**src/design/rtcr_pkg.sv**
```systemverilog
// Package of the real-time counter register block: register indices,
// field positions, reset values and carrier types.
// Assumes a byte-wide register map reached as one 32-bit word per index.
package rtcr_pkg;

  // ----------------------------------------------------------------
  // Register indices (byte address is four times the index)
  // ----------------------------------------------------------------
  localparam int unsigned IDX_W = 5;
  localparam int unsigned ADDR_W = 7;
  localparam logic [IDX_W-1:0] IDX_CTRL = 5'h00;
  localparam logic [IDX_W-1:0] IDX_STAT = 5'h01;
  localparam logic [IDX_W-1:0] IDX_IEN = 5'h02;
  localparam logic [IDX_W-1:0] IDX_IFLG = 5'h03;
  localparam logic [IDX_W-1:0] IDX_LATCH = 5'h04;
  localparam logic [IDX_W-1:0] IDX_HALT = 5'h05;
  localparam logic [IDX_W-1:0] IDX_TRIM = 5'h06;
  localparam logic [IDX_W-1:0] IDX_SRC = 5'h07;
  localparam logic [IDX_W-1:0] IDX_CNT_L = 5'h08;
  localparam logic [IDX_W-1:0] IDX_CNT_H = 5'h09;
  localparam logic [IDX_W-1:0] IDX_LIM_L = 5'h0A;
  localparam logic [IDX_W-1:0] IDX_LIM_H = 5'h0B;
  localparam logic [IDX_W-1:0] IDX_MAT_L = 5'h0C;
  localparam logic [IDX_W-1:0] IDX_MAT_H = 5'h0D;
  localparam logic [IDX_W-1:0] IDX_TCTL = 5'h10;
  localparam logic [IDX_W-1:0] IDX_TSTAT = 5'h11;
  localparam logic [IDX_W-1:0] IDX_TIEN = 5'h12;
  localparam logic [IDX_W-1:0] IDX_TIFL = 5'h13;
  localparam logic [IDX_W-1:0] IDX_THALT = 5'h15;

  // ----------------------------------------------------------------
  // Field positions
  // ----------------------------------------------------------------
  localparam int unsigned FLG_WRAP = 0;
  localparam int unsigned FLG_MATCH = 1;
  localparam int unsigned TCTL_EN = 0;
  localparam int unsigned TRIM_SIGN = 7;
  // Sync channels; the first four are the status bit positions
  localparam int unsigned SY_CTRL = 0;
  localparam int unsigned SY_CNT = 1;
  localparam int unsigned SY_LIM = 2;
  localparam int unsigned SY_MAT = 3;
  localparam int unsigned SY_TICK = 4;
  localparam int unsigned SY_N = 5;

  // ----------------------------------------------------------------
  // Reset values and timing
  // ----------------------------------------------------------------
  localparam logic [7:0] RST_BYTE = 8'h00;
  localparam logic [15:0] RST_COUNT = 16'h0000;
  localparam logic [15:0] RST_LIMIT = 16'hFFFF;
  localparam logic [15:0] RST_MATCH = 16'h0000;
  localparam logic [1:0] SYNC_TICKS = 2'h2;
  localparam int unsigned CAL_SPAN_DEF = 1000000;
  localparam int unsigned PRE_W = 15;
  localparam logic [1:0] RESP_OKAY = 2'h0;
  localparam logic [1:0] RESP_SLVERR = 2'h2;

  // ----------------------------------------------------------------
  // Carrier types
  // ----------------------------------------------------------------
  typedef struct packed {
    logic keep_running_asleep;
    logic [3:0] prescale;
    logic drift_fix_enable;
    logic rsvd;
    logic counter_enable;
  } rtcr_ctrl_t;

  typedef struct packed {
    logic [6:0] rsvd;
    logic [1:0] resp;
    logic [7:0] data;
  } rtcr_rd_t;

endpackage : rtcr_pkg

```
**src/design/rtcr_top.sv**
```systemverilog
// Real-time counter register block with AXI4-Lite slave, prescaler,
// drift correction, 16-bit counter with wrap and match interrupts.
// Assumes i_cnt_tick is a one-cycle enable marking each counter clock
// edge, synchronous to i_mclk, and i_standby is a synchronous level.
//
// Behaviour
// - Prescaler divides counter clock by two to the power of code.
// - New control takes effect two counter clocks after the write.
// - Bit 7 set keeps counter running in standby, else it stops.
// - Bit 2 turns drift correction of the prescaler on or off.
// - Bit 0 starts the counter when set, stops it when clear.
// - Status bits show pending match, limit, count, control sync.
// - Enable bit 1 lets the match flag raise the interrupt.
// - Enable bit 0 lets the wrap flag raise the interrupt.
// - Match flag sets when the count equals the match value.
// - Count reaching the wrap limit returns to zero, sets wrap flag.
// - Writing one clears a flag; writing zero leaves it alone.
// - One shared byte latch serves all 16-bit registers, readable.
// - Interrupt stays high while an enabled flag remains set.
// - Prescaler runs if counter runs or tick timer is enabled.
// - Tick status shows a busy flag while tick control syncs.
// - Counting runs on the counter clock, apart from the bus.
`timescale 1ns/1ps
module rtcr_top
  import rtcr_pkg::*;
#(
  parameter int unsigned CAL_SPAN = CAL_SPAN_DEF
)(
  input wire logic i_mclk,                  // Bus clock, 20 MHz
  input wire logic i_rst_b,                 // Async reset, active low
  input wire logic i_cnt_tick,              // Counter clock enable
  input wire logic i_standby,               // Standby sleep level
  input wire logic i_awvalid,               // AXI write address valid
  output logic o_awready,                   // AXI write address ready
  input wire logic [ADDR_W-1:0] i_awaddr,   // AXI write address
  input wire logic [2:0] i_awprot,          // AXI write prot, unused
  input wire logic i_wvalid,                // AXI write data valid
  output logic o_wready,                    // AXI write data ready
  input wire logic [31:0] i_wdata,          // AXI write data
  input wire logic [3:0] i_wstrb,           // AXI write strobes
  output logic o_bvalid,                    // AXI write response valid
  input wire logic i_bready,                // AXI write response ready
  output logic [1:0] o_bresp,               // AXI write response
  input wire logic i_arvalid,               // AXI read address valid
  output logic o_arready,                   // AXI read address ready
  input wire logic [ADDR_W-1:0] i_araddr,   // AXI read address
  input wire logic [2:0] i_arprot,          // AXI read prot, unused
  output logic o_rvalid,                    // AXI read data valid
  input wire logic i_rready,                // AXI read data ready
  output logic [31:0] o_rdata,              // AXI read data
  output logic [1:0] o_rresp,               // AXI read response
  output logic o_irq,                       // Interrupt, level, high
  output logic o_wrap_evt,                  // Wrap event pulse
  output logic o_match_evt,                 // Match event pulse
  output logic [1:0] o_clk_source           // Counter clock source sel
);

  localparam int unsigned CAL_W = $clog2(CAL_SPAN);

  // ----------------------------------------------------------------
  // Elaboration checks
  // ----------------------------------------------------------------
  if (CAL_SPAN < 256 || CAL_SPAN > 1048576)
  begin : g_bad_span
    $error("CAL_SPAN out of range");
  end

  function automatic logic idx_ok(input logic [IDX_W-1:0] idx);
    idx_ok = (idx <= IDX_MAT_H) ||
             ((idx >= IDX_TCTL) && (idx <= IDX_THALT) && (idx != 5'h14));
  endfunction : idx_ok

  // ----------------------------------------------------------------
  // State
  // ----------------------------------------------------------------
  rtcr_ctrl_t ctrl_q;
  rtcr_ctrl_t ctrl_act_q;
  logic [7:0] tctl_q;
  logic [7:0] tctl_act_q;
  logic [1:0] ien_q;
  logic [1:0] flags_q;
  logic [1:0] flags_d;
  logic [7:0] latch_q;
  logic [7:0] halt_q;
  logic [7:0] trim_q;
  logic [1:0] src_q;
  logic tien_q;
  logic thalt_q;
  logic [15:0] cnt_q;
  logic [15:0] cnt_new_q;
  logic [15:0] lim_q;
  logic [15:0] lim_act_q;
  logic [15:0] mat_q;
  logic [15:0] mat_act_q;
  logic [SY_N-1:0] pend_q;
  logic [1:0] stage_q [SY_N];
  logic [SY_N-1:0] sy_start;
  logic [SY_N-1:0] sy_apply;
  logic [PRE_W-1:0] pre_q;
  logic [CAL_W-1:0] cal_span_q;
  logic [6:0] cal_left_q;
  logic aw_held_q;
  logic w_held_q;
  logic [IDX_W-1:0] aw_idx_q;
  logic aw_bad_q;
  logic [7:0] wbyte_q;
  logic wlane_q;
  logic wr_go;
  logic wr_en;
  logic rd_go;
  logic [IDX_W-1:0] ar_idx;
  rtcr_rd_t rd;
  logic cnt_run;
  logic pre_run;
  logic [PRE_W-1:0] pre_inc;
  logic [PRE_W-1:0] pre_nx;
  logic [PRE_W-1:0] pre_mask;
  logic pre_pulse;
  logic [15:0] cnt_nx;
  logic wrap_hit;
  logic match_hit;

  // ----------------------------------------------------------------
  // AXI4-Lite write channel
  // ----------------------------------------------------------------
  // Address and data are taken in either order; response after both
  assign wr_go = aw_held_q && w_held_q && !o_bvalid;
  assign wr_en = wr_go && !aw_bad_q && wlane_q;

  always_ff @(posedge i_mclk or negedge i_rst_b)
  begin
    if (!i_rst_b)
    begin
      o_awready <= 1'b1;
      o_wready <= 1'b1;
      aw_held_q <= 1'b0;
      w_held_q <= 1'b0;
      aw_idx_q <= IDX_CTRL;
      aw_bad_q <= 1'b0;
      wbyte_q <= RST_BYTE;
      wlane_q <= 1'b0;
      o_bvalid <= 1'b0;
      o_bresp <= RESP_OKAY;
    end
    else
    begin
      if (o_awready && i_awvalid)
      begin
        o_awready <= 1'b0;
        aw_held_q <= 1'b1;
        aw_idx_q <= i_awaddr[ADDR_W-1:2];
        aw_bad_q <= (i_awaddr[1:0] != 2'h0) ||
                    !idx_ok(i_awaddr[ADDR_W-1:2]);
      end
      if (o_wready && i_wvalid)
      begin
        o_wready <= 1'b0;
        w_held_q <= 1'b1;
        wbyte_q <= i_wdata[7:0];
        wlane_q <= i_wstrb[0];
      end
      if (wr_go)
      begin
        o_bvalid <= 1'b1;
        o_bresp <= aw_bad_q ? RESP_SLVERR : RESP_OKAY;
      end
      if (o_bvalid && i_bready)
      begin
        o_bvalid <= 1'b0;
        aw_held_q <= 1'b0;
        w_held_q <= 1'b0;
        o_awready <= 1'b1;
        o_wready <= 1'b1;
      end
    end
  end

  // ----------------------------------------------------------------
  // AXI4-Lite read channel
  // ----------------------------------------------------------------
  assign rd_go = o_arready && i_arvalid;
  assign ar_idx = i_araddr[ADDR_W-1:2];

  always_comb
  begin
    rd = '0;
    rd.resp = RESP_OKAY;
    case (ar_idx)
      IDX_CTRL: rd.data = ctrl_q;
      IDX_STAT: rd.data = {4'h0, pend_q[SY_MAT:SY_CTRL]};
      IDX_IEN: rd.data = {6'h00, ien_q};
      IDX_IFLG: rd.data = {6'h00, flags_q};
      IDX_LATCH: rd.data = latch_q;
      IDX_HALT: rd.data = {7'h00, halt_q[0]};
      IDX_TRIM: rd.data = trim_q;
      IDX_SRC: rd.data = {6'h00, src_q};
      IDX_CNT_L: rd.data = cnt_q[7:0];
      IDX_LIM_L: rd.data = lim_q[7:0];
      IDX_MAT_L: rd.data = mat_q[7:0];
      // high byte comes from the latch
      IDX_CNT_H, IDX_LIM_H, IDX_MAT_H: rd.data = latch_q;
      IDX_TCTL: rd.data = tctl_q;
      IDX_TSTAT: rd.data = {7'h00, pend_q[SY_TICK]};
      IDX_TIEN: rd.data = {7'h00, tien_q};
      IDX_TIFL: rd.data = 8'h00;
      IDX_THALT: rd.data = {7'h00, thalt_q};
      default: rd.resp = RESP_SLVERR;
    endcase
    if (i_araddr[1:0] != 2'h0)
    begin
      rd.data = 8'h00;
      rd.resp = RESP_SLVERR;
    end
  end

  always_ff @(posedge i_mclk or negedge i_rst_b)
  begin
    if (!i_rst_b)
    begin
      o_arready <= 1'b1;
      o_rvalid <= 1'b0;
      o_rdata <= 32'h0000_0000;
      o_rresp <= RESP_OKAY;
    end
    else if (rd_go)
    begin
      o_arready <= 1'b0;
      o_rvalid <= 1'b1;
      o_rdata <= {24'h000000, rd.data};
      o_rresp <= rd.resp;
    end
    else if (o_rvalid && i_rready)
    begin
      o_rvalid <= 1'b0;
      o_arready <= 1'b1;
    end
  end

  // ----------------------------------------------------------------
  // Shared byte latch
  // ----------------------------------------------------------------
  // Reads and writes of the latch share one register, so an interrupt
  // handler doing 16-bit access must save and restore it
  always_ff @(posedge i_mclk or negedge i_rst_b)
  begin
    if (!i_rst_b)
      latch_q <= RST_BYTE;
    else if (wr_en && (aw_idx_q == IDX_LATCH || aw_idx_q == IDX_CNT_L ||
             aw_idx_q == IDX_LIM_L || aw_idx_q == IDX_MAT_L))
      latch_q <= wbyte_q;
    else if (rd_go && i_araddr[1:0] == 2'h0)
    begin
      case (ar_idx)
        IDX_CNT_L: latch_q <= cnt_q[15:8];
        IDX_LIM_L: latch_q <= lim_q[15:8];
        IDX_MAT_L: latch_q <= mat_q[15:8];
        default: latch_q <= latch_q;
      endcase
    end
  end

  // ----------------------------------------------------------------
  // Plain configuration registers
  // ----------------------------------------------------------------
  always_ff @(posedge i_mclk or negedge i_rst_b)
  begin
    if (!i_rst_b)
    begin
      ctrl_q <= RST_BYTE;
      tctl_q <= RST_BYTE;
      ien_q <= 2'h0;
      halt_q <= RST_BYTE;
      trim_q <= RST_BYTE;
      src_q <= 2'h0;
      tien_q <= 1'b0;
      thalt_q <= 1'b0;
      o_clk_source <= 2'h0;
    end
    else
    begin
      o_clk_source <= src_q;
      if (wr_en)
      begin
        case (aw_idx_q)
          IDX_CTRL: ctrl_q <= {wbyte_q[7:2], 1'b0, wbyte_q[0]};
          IDX_TCTL: tctl_q <= {1'b0, wbyte_q[6:3], 2'h0, wbyte_q[0]};
          IDX_IEN: ien_q <= wbyte_q[1:0];
          IDX_HALT: halt_q <= {7'h00, wbyte_q[0]};
          IDX_TRIM: trim_q <= wbyte_q;
          IDX_SRC: src_q <= wbyte_q[1:0];
          IDX_TIEN: tien_q <= wbyte_q[0];
          IDX_THALT: thalt_q <= wbyte_q[0];
          default: src_q <= src_q;
        endcase
      end
    end
  end

  // ----------------------------------------------------------------
  // 16-bit bus-side values
  // ----------------------------------------------------------------
  always_ff @(posedge i_mclk or negedge i_rst_b)
  begin
    if (!i_rst_b)
    begin
      cnt_new_q <= RST_COUNT;
      lim_q <= RST_LIMIT;
      mat_q <= RST_MATCH;
    end
    else if (wr_en)
    begin
      case (aw_idx_q)
        IDX_CNT_H: cnt_new_q <= {wbyte_q, latch_q};
        IDX_LIM_H: lim_q <= {wbyte_q, latch_q};
        IDX_MAT_H: mat_q <= {wbyte_q, latch_q};
        default: lim_q <= lim_q;
      endcase
    end
  end

  // ----------------------------------------------------------------
  // Transfer into the counter clock domain
  // ----------------------------------------------------------------
  always_comb
  begin
    sy_start = '0;
    if (wr_en)
    begin
      sy_start[SY_CTRL] = (aw_idx_q == IDX_CTRL);
      sy_start[SY_CNT] = (aw_idx_q == IDX_CNT_H);
      sy_start[SY_LIM] = (aw_idx_q == IDX_LIM_H);
      sy_start[SY_MAT] = (aw_idx_q == IDX_MAT_H);
      sy_start[SY_TICK] = (aw_idx_q == IDX_TCTL);
    end
  end

  // A rewrite while pending restarts the count; software that ignores
  // the busy flag only delays the update, it never corrupts it
  // rewrite before busy clears
  always_ff @(posedge i_mclk or negedge i_rst_b)
  begin
    if (!i_rst_b)
    begin
      pend_q <= '0;
      for (int i = 0; i < SY_N; i++)
        stage_q[i] <= 2'h0;
    end
    else
    begin
      for (int i = 0; i < SY_N; i++)
      begin
        if (sy_start[i])
        begin
          pend_q[i] <= 1'b1;
          stage_q[i] <= 2'h0;
        end
        else if (sy_apply[i])
          pend_q[i] <= 1'b0;
        else if (pend_q[i] && i_cnt_tick)
          stage_q[i] <= stage_q[i] + 2'h1;
      end
    end
  end

  always_comb
  begin
    for (int i = 0; i < SY_N; i++)
      sy_apply[i] = pend_q[i] && i_cnt_tick && !sy_start[i] &&
                    (stage_q[i] == SYNC_TICKS - 2'h1);
  end

  always_ff @(posedge i_mclk or negedge i_rst_b)
  begin
    if (!i_rst_b)
    begin
      ctrl_act_q <= RST_BYTE;
      tctl_act_q <= RST_BYTE;
      lim_act_q <= RST_LIMIT;
      mat_act_q <= RST_MATCH;
    end
    else
    begin
      if (sy_apply[SY_CTRL])
        ctrl_act_q <= ctrl_q;
      if (sy_apply[SY_TICK])
        tctl_act_q <= tctl_q;
      if (sy_apply[SY_LIM])
        lim_act_q <= lim_q;
      if (sy_apply[SY_MAT])
        mat_act_q <= mat_q;
    end
  end

  // ----------------------------------------------------------------
  // Prescaler with drift correction
  // ----------------------------------------------------------------
  // counter run gate
  assign cnt_run = ctrl_act_q.counter_enable &&
                   (!i_standby || ctrl_act_q.keep_running_asleep);
  assign pre_run = cnt_run || tctl_act_q[TCTL_EN];
  // divide by two to the code
  assign pre_mask = PRE_W'((16'h0001 << ctrl_act_q.prescale) - 16'h0001);

  // correction holds or doubles a step
  always_comb
  begin
    pre_inc = PRE_W'(1);
    if (cal_left_q != 7'h00)
      pre_inc = trim_q[TRIM_SIGN] ? PRE_W'(2) : PRE_W'(0);
  end

  assign pre_nx = pre_q + pre_inc;
  assign pre_pulse = pre_run && i_cnt_tick && (pre_inc != '0) &&
                     ((pre_nx & pre_mask) == '0);

  always_ff @(posedge i_mclk or negedge i_rst_b)
  begin
    if (!i_rst_b)
      pre_q <= '0;
    else if (!pre_run)
      pre_q <= '0;
    else if (i_cnt_tick)
      pre_q <= pre_nx;
  end

  // Disabling correction lets a started interval finish its cycles
  always_ff @(posedge i_mclk or negedge i_rst_b)
  begin
    if (!i_rst_b)
    begin
      cal_span_q <= '0;
      cal_left_q <= 7'h00;
    end
    else if (pre_run && i_cnt_tick)
    begin
      if (cal_span_q == CAL_W'(CAL_SPAN - 1))
      begin
        cal_span_q <= '0;
        cal_left_q <= ctrl_act_q.drift_fix_enable ? trim_q[6:0] : 7'h00;
      end
      else
      begin
        cal_span_q <= cal_span_q + CAL_W'(1);
        if (cal_left_q != 7'h00)
          cal_left_q <= cal_left_q - 7'h01;
      end
    end
  end

  // ----------------------------------------------------------------
  // Counter
  // ----------------------------------------------------------------
  // wrap at limit
  assign wrap_hit = cnt_run && pre_pulse && !sy_apply[SY_CNT] &&
                    (cnt_q == lim_act_q);
  assign cnt_nx = wrap_hit ? 16'h0000 : cnt_q + 16'h0001;
  assign match_hit = cnt_run && pre_pulse && !sy_apply[SY_CNT] &&
                     (cnt_nx == mat_act_q);

  // steps only on counter clock enables
  always_ff @(posedge i_mclk or negedge i_rst_b)
  begin
    if (!i_rst_b)
      cnt_q <= RST_COUNT;
    else if (sy_apply[SY_CNT])
      cnt_q <= cnt_new_q;
    else if (cnt_run && pre_pulse)
      cnt_q <= cnt_nx;
  end

  // ----------------------------------------------------------------
  // Interrupt flags and request
  // ----------------------------------------------------------------
  // write one clears, set wins
  always_comb
  begin
    flags_d = flags_q;
    if (wr_en && aw_idx_q == IDX_IFLG)
      flags_d = flags_d & ~wbyte_q[1:0];
    flags_d[FLG_WRAP] = flags_d[FLG_WRAP] | wrap_hit;
    flags_d[FLG_MATCH] = flags_d[FLG_MATCH] | match_hit;
  end

  always_ff @(posedge i_mclk or negedge i_rst_b)
  begin
    if (!i_rst_b)
    begin
      flags_q <= 2'h0;
      o_irq <= 1'b0;
      o_wrap_evt <= 1'b0;
      o_match_evt <= 1'b0;
    end
    else
    begin
      flags_q <= flags_d;
      o_irq <= |(flags_d & ien_q);
      o_wrap_evt <= wrap_hit;
      o_match_evt <= match_hit;
    end
  end

endmodule : rtcr_top

```
**config.mk**
```make
export PLATFORM = sky130hd
export DESIGN_NAME = rtcr_top
export DESIGN_NICKNAME = d
export VERILOG_FILES = /design/src/design/rtcr_pkg.sv /design/src/design/rtcr_top.sv
export SDC_FILE = /design/constraint.sdc
export NUM_CORES = 1
export LEC_CHECK = 0
export ABC_AREA = 1
export ABC_CLOCK_PERIOD_IN_PS = 7200
export BUFFER_PORTS_ARGS = -buffer_cell sky130_fd_sc_hd__buf_4
export CAP_MARGIN = 20
export CORE_MARGIN = 5
export CORE_UTILIZATION = 36
export DETAILED_ROUTE_END_ITERATION = 8
export GPL_TIMING_DRIVEN = 0
export SYNTH_ARGS = -nofsm -noshare
export SYNTH_HDL_FRONTEND = slang
export SYNTH_SLANG_ARGS = --single-unit
```
**constraint.sdc**
```tcl
create_clock -name i_mclk -period 7.2 [get_ports i_mclk]
set_input_delay 0 -clock i_mclk [delete_from_list [all_inputs] [get_ports i_mclk]]
set_output_delay 0 -clock i_mclk [all_outputs]
set_load 0.02 [all_outputs]
```
==> impl_metrics.py <==
metrics = {
    "synth": {
        "synth.distinct_cells": 49,
        "syn_inst": 1532,
        "syn-cell-area_um2": 12200,
        "ys_seq_area_frac": 0.486,
        "ys_warn_count": 0,
        "synth_top_area_cell": "dfrtp_1",
        "avgSynthCellArea_um2": 7.96,
        "yosysTopAreaCellShare": 0.411,
        "ys_ff_latch": 235,
        "synth.top_cells.by_area": "dfrtp_1 41%, nand2_1 11%, dfstp_2 7.5%",
    },
    "placed_design": {
        "dp.cells": 2058,
        "gp_congestion": 0.961,
        "io_buffers": 50,
        "place_hpwl_um": 27600,
        "dpl_worst_slack_ns": 3.07,
    },
    "clock_network": {
        "cts_max_level": 1,
        "max-clock-path-buffers": 3,
        "cts_setup_buffers": 0,
        "clk_pin_slew_ns": 0.07,
        "cts-root-buf": "clkbuf_16",
        "cts_tree": "built",
        "cts_sinks": 235,
        "numCtsBuffers": 26,
        "insertion_delay_ns": 0.54,
    },
    "global_route": {
        "grt_util_met3": 0.0309,
        "grtUsageMet2": 0.313,
        "met1_usage": 0.268,
        "grtUsageTotal": 0.194,
        "antenna_found_initial": 0,
        "grt_pass1_vias": 10500,
        "overflow": 0,
        "grt_max_degree": 102,
        "grt_first_pass_wirelength_um": 58900,
        "grt-busiest-layer": "met2",
    },
    "sta": {
        "tns_ns": 0,
        "tightestPinTransition_ns": 1.09,
        "fin_skew_ns": 0.0176,
        "layout_setup_ws_ns": 3.06,
        "post-route-min-period_ns": 4.14,
        "hold_viol": 0,
        "rsz0062_at_grt": "false",
        "relSlewSlack": 0.271,
        "fmax_ghz": 0.241,
        "period_share": 0.575,
        "slew_viol_final": 0,
        "setup_viol": 0,
    },
    "routing": {
        "drt_first_pass_iters": 8,
        "vias_per_cell": 5.06,
        "drcViolationCount": 0,
        "drt_iter0_drc": 832,
        "wl_per_cell_um": 17.4,
        "ant_nets": 0,
        "num_vias": 10800,
        "finalWirelength_um": 37100,
    },
    "die": {
        "die_area_um2": 37600,
        "pin_count": 111,
        "start_util": 0.364,
        "core_um2": 33400,
        "num_rows": 67,
        "die_w_um": 194,
        "die_y_um": 194,
    },
    "worst_setup_path": {
        "path_max_fanout": 10,
        "critPathKind": "flip-flop to flip-flop",
        "crit_required_ns": 7.67,
        "crit_path_top_delay_cell": "fa_1",
        "cpPeakStageDelay_ns": 0.42,
        "worstPathArrival_ns": 4.62,
        "critPathLaunchType": "flip-flop",
        "cpMostUsedCell": "nand2_1",
        "critPathCaptureType": "flip-flop",
        "r2r_cells": 27,
    },
    "power": {
        "vdd_drop_max_v": 0.000205,
        "p_per_area_nw_per_um2": 297,
        "p_leak_uw": 0.00650,
    },
    "finish": {
        "area_growth_pct": 19.4,
        "mostFrequentLayoutCells": "370 x nand2_1, 215 x inv_1, 200 x dfrtp_1",
        "drive_gt1_frac": 0.119,
        "n_antenna_cell": 0,
        "final_core_util": 0.435,
        "fin_cells": 2138,
        "nets": 1747,
        "final_common_cell": "nand2_1",
    },
    "flow_run": {
        "cap_violations": 0,
    },
    "hold_path": {
        "hold_depth": 6,
        "hold_class": "input port to flip-flop",
    },
    "status": {
        "status": "finished clean",
    },
}
Yosys cell counts (all sizes together):
cell / instances
clkinv: 6
o2111ai: 5
dfrtp: 200
conb: 1
a21oi: 46
fa: 1
nand3: 68
o311ai: 17
mux2: 2
nand3b: 7
or2: 5
inv: 219
nor3: 26
o221ai: 8
dfstp: 35
nor2: 125
nor3b: 1
o31ai: 2
a221oi: 7
o21ai: 180
o21bai: 1
xnor2: 14
a31oi: 5
xor2: 28
nor4: 14
a32o: 1
o211ai: 6
clkbuf: 33
mux2i: 1
nand4: 19
a22oi: 1
o22ai: 24
ha: 11
nand2: 378
o21a: 2
buf: 33
layout make-up:
cell class | instances | area, um^2
flip-flops and latches | 235 | 5920
multi-input cells | 1031 | 5140
clock inverters | 14 | 204
plain buffers | 66 | 373
clock buffers | 34 | 732
well taps | 448 | 561
fillers | 3351 | 18900
inverters | 225 | 845
repair buffers | 85 | 773
logic make-up after synthesis:
logic type | synth area share
AO/OA/AOI/OAI | 0.143
AND/OR/NAND/NOR | 0.225
flip-flops | 0.486
buffers and inverters | 0.0999
other | 0.000308
XOR/XNOR | 0.0302
adder cells (fa/ha/maj) | 0.0129
multiplexers | 0.00267
path summary, 6_finish.rpt:
kind                               startpoint         endpoint  slack, ns
worst max-delay path            cal_left_q[0]            o_irq       3.06
min in group asynchronous             i_rst_b   cal_span_q[16]       0.54
worst min-delay path              i_araddr[3]       o_rresp[1]       0.02
worst max register to register  cal_left_q[0]            o_irq       3.06
max in group asynchronous             i_rst_b     lim_act_q[9]       5.74
worst min register to register       src_q[0]  o_clk_source[0]       0.43
where the power goes:
part           total [uW]  leakage (uW)  internal (uW)  switching (uW)
clock                1450      0.000458            895             559
combinational        1080       0.00307            357             719
sequential           1800       0.00298           1570             228
total                4330       0.00650           2820            1500
registers in the layout, indices dropped and copies added, names as in the netlist, 5 cells and up:
name,flops
mat_q,16
ctrl_act_q,7
lim_q,16
stage_q,10
cal_left_q,7
o_rdata,8
mat_act_q,16
cnt_new_q,16
ctrl_q,7
aw_idx_q,5
wbyte_q,8
lim_act_q,16
cal_span_q,20
pend_q,5
latch_q,8
trim_q,8
tctl_q,5
pre_q,15
cnt_q,16
per-stage QoR:
stage	hold slack (ns)	total power (uW)	area (um^2)
after global placement	0.171	2830	13200
after global routing	0.0575	4580	14600
after floorplan	-0.296	2430	12300
after CTS	0.0103	4340	14600
final	0.0195	4330	14600
after detailed placement	-0.0897	2850	13300
layer usage:
layer | wire length [um] | vias to the layer above
li1 | - | 5240
met1 | 16100 | 5088
met2 | 16700 | 415
met3 | 2990 | 75
met4 | 1290 | 0
met5 | 0 | -
what timing repair did:
action                                 CTS  global route
endpoints found under the hold margin  170             0
hold buffers                            32             0
resized for setup                        0             0
worst max-delay path, delay by kind of cell (launching register included):
family / cells / cell delay [ns]
flip-flops: 1 / 0.36
buffers and inverters: 4 / 0.52
adder cells (fa/ha/maj): 3 / 0.79
AND/OR/NAND/NOR: 20 / 2.41
Note: power is estimated with default switching activity, not from simulation.
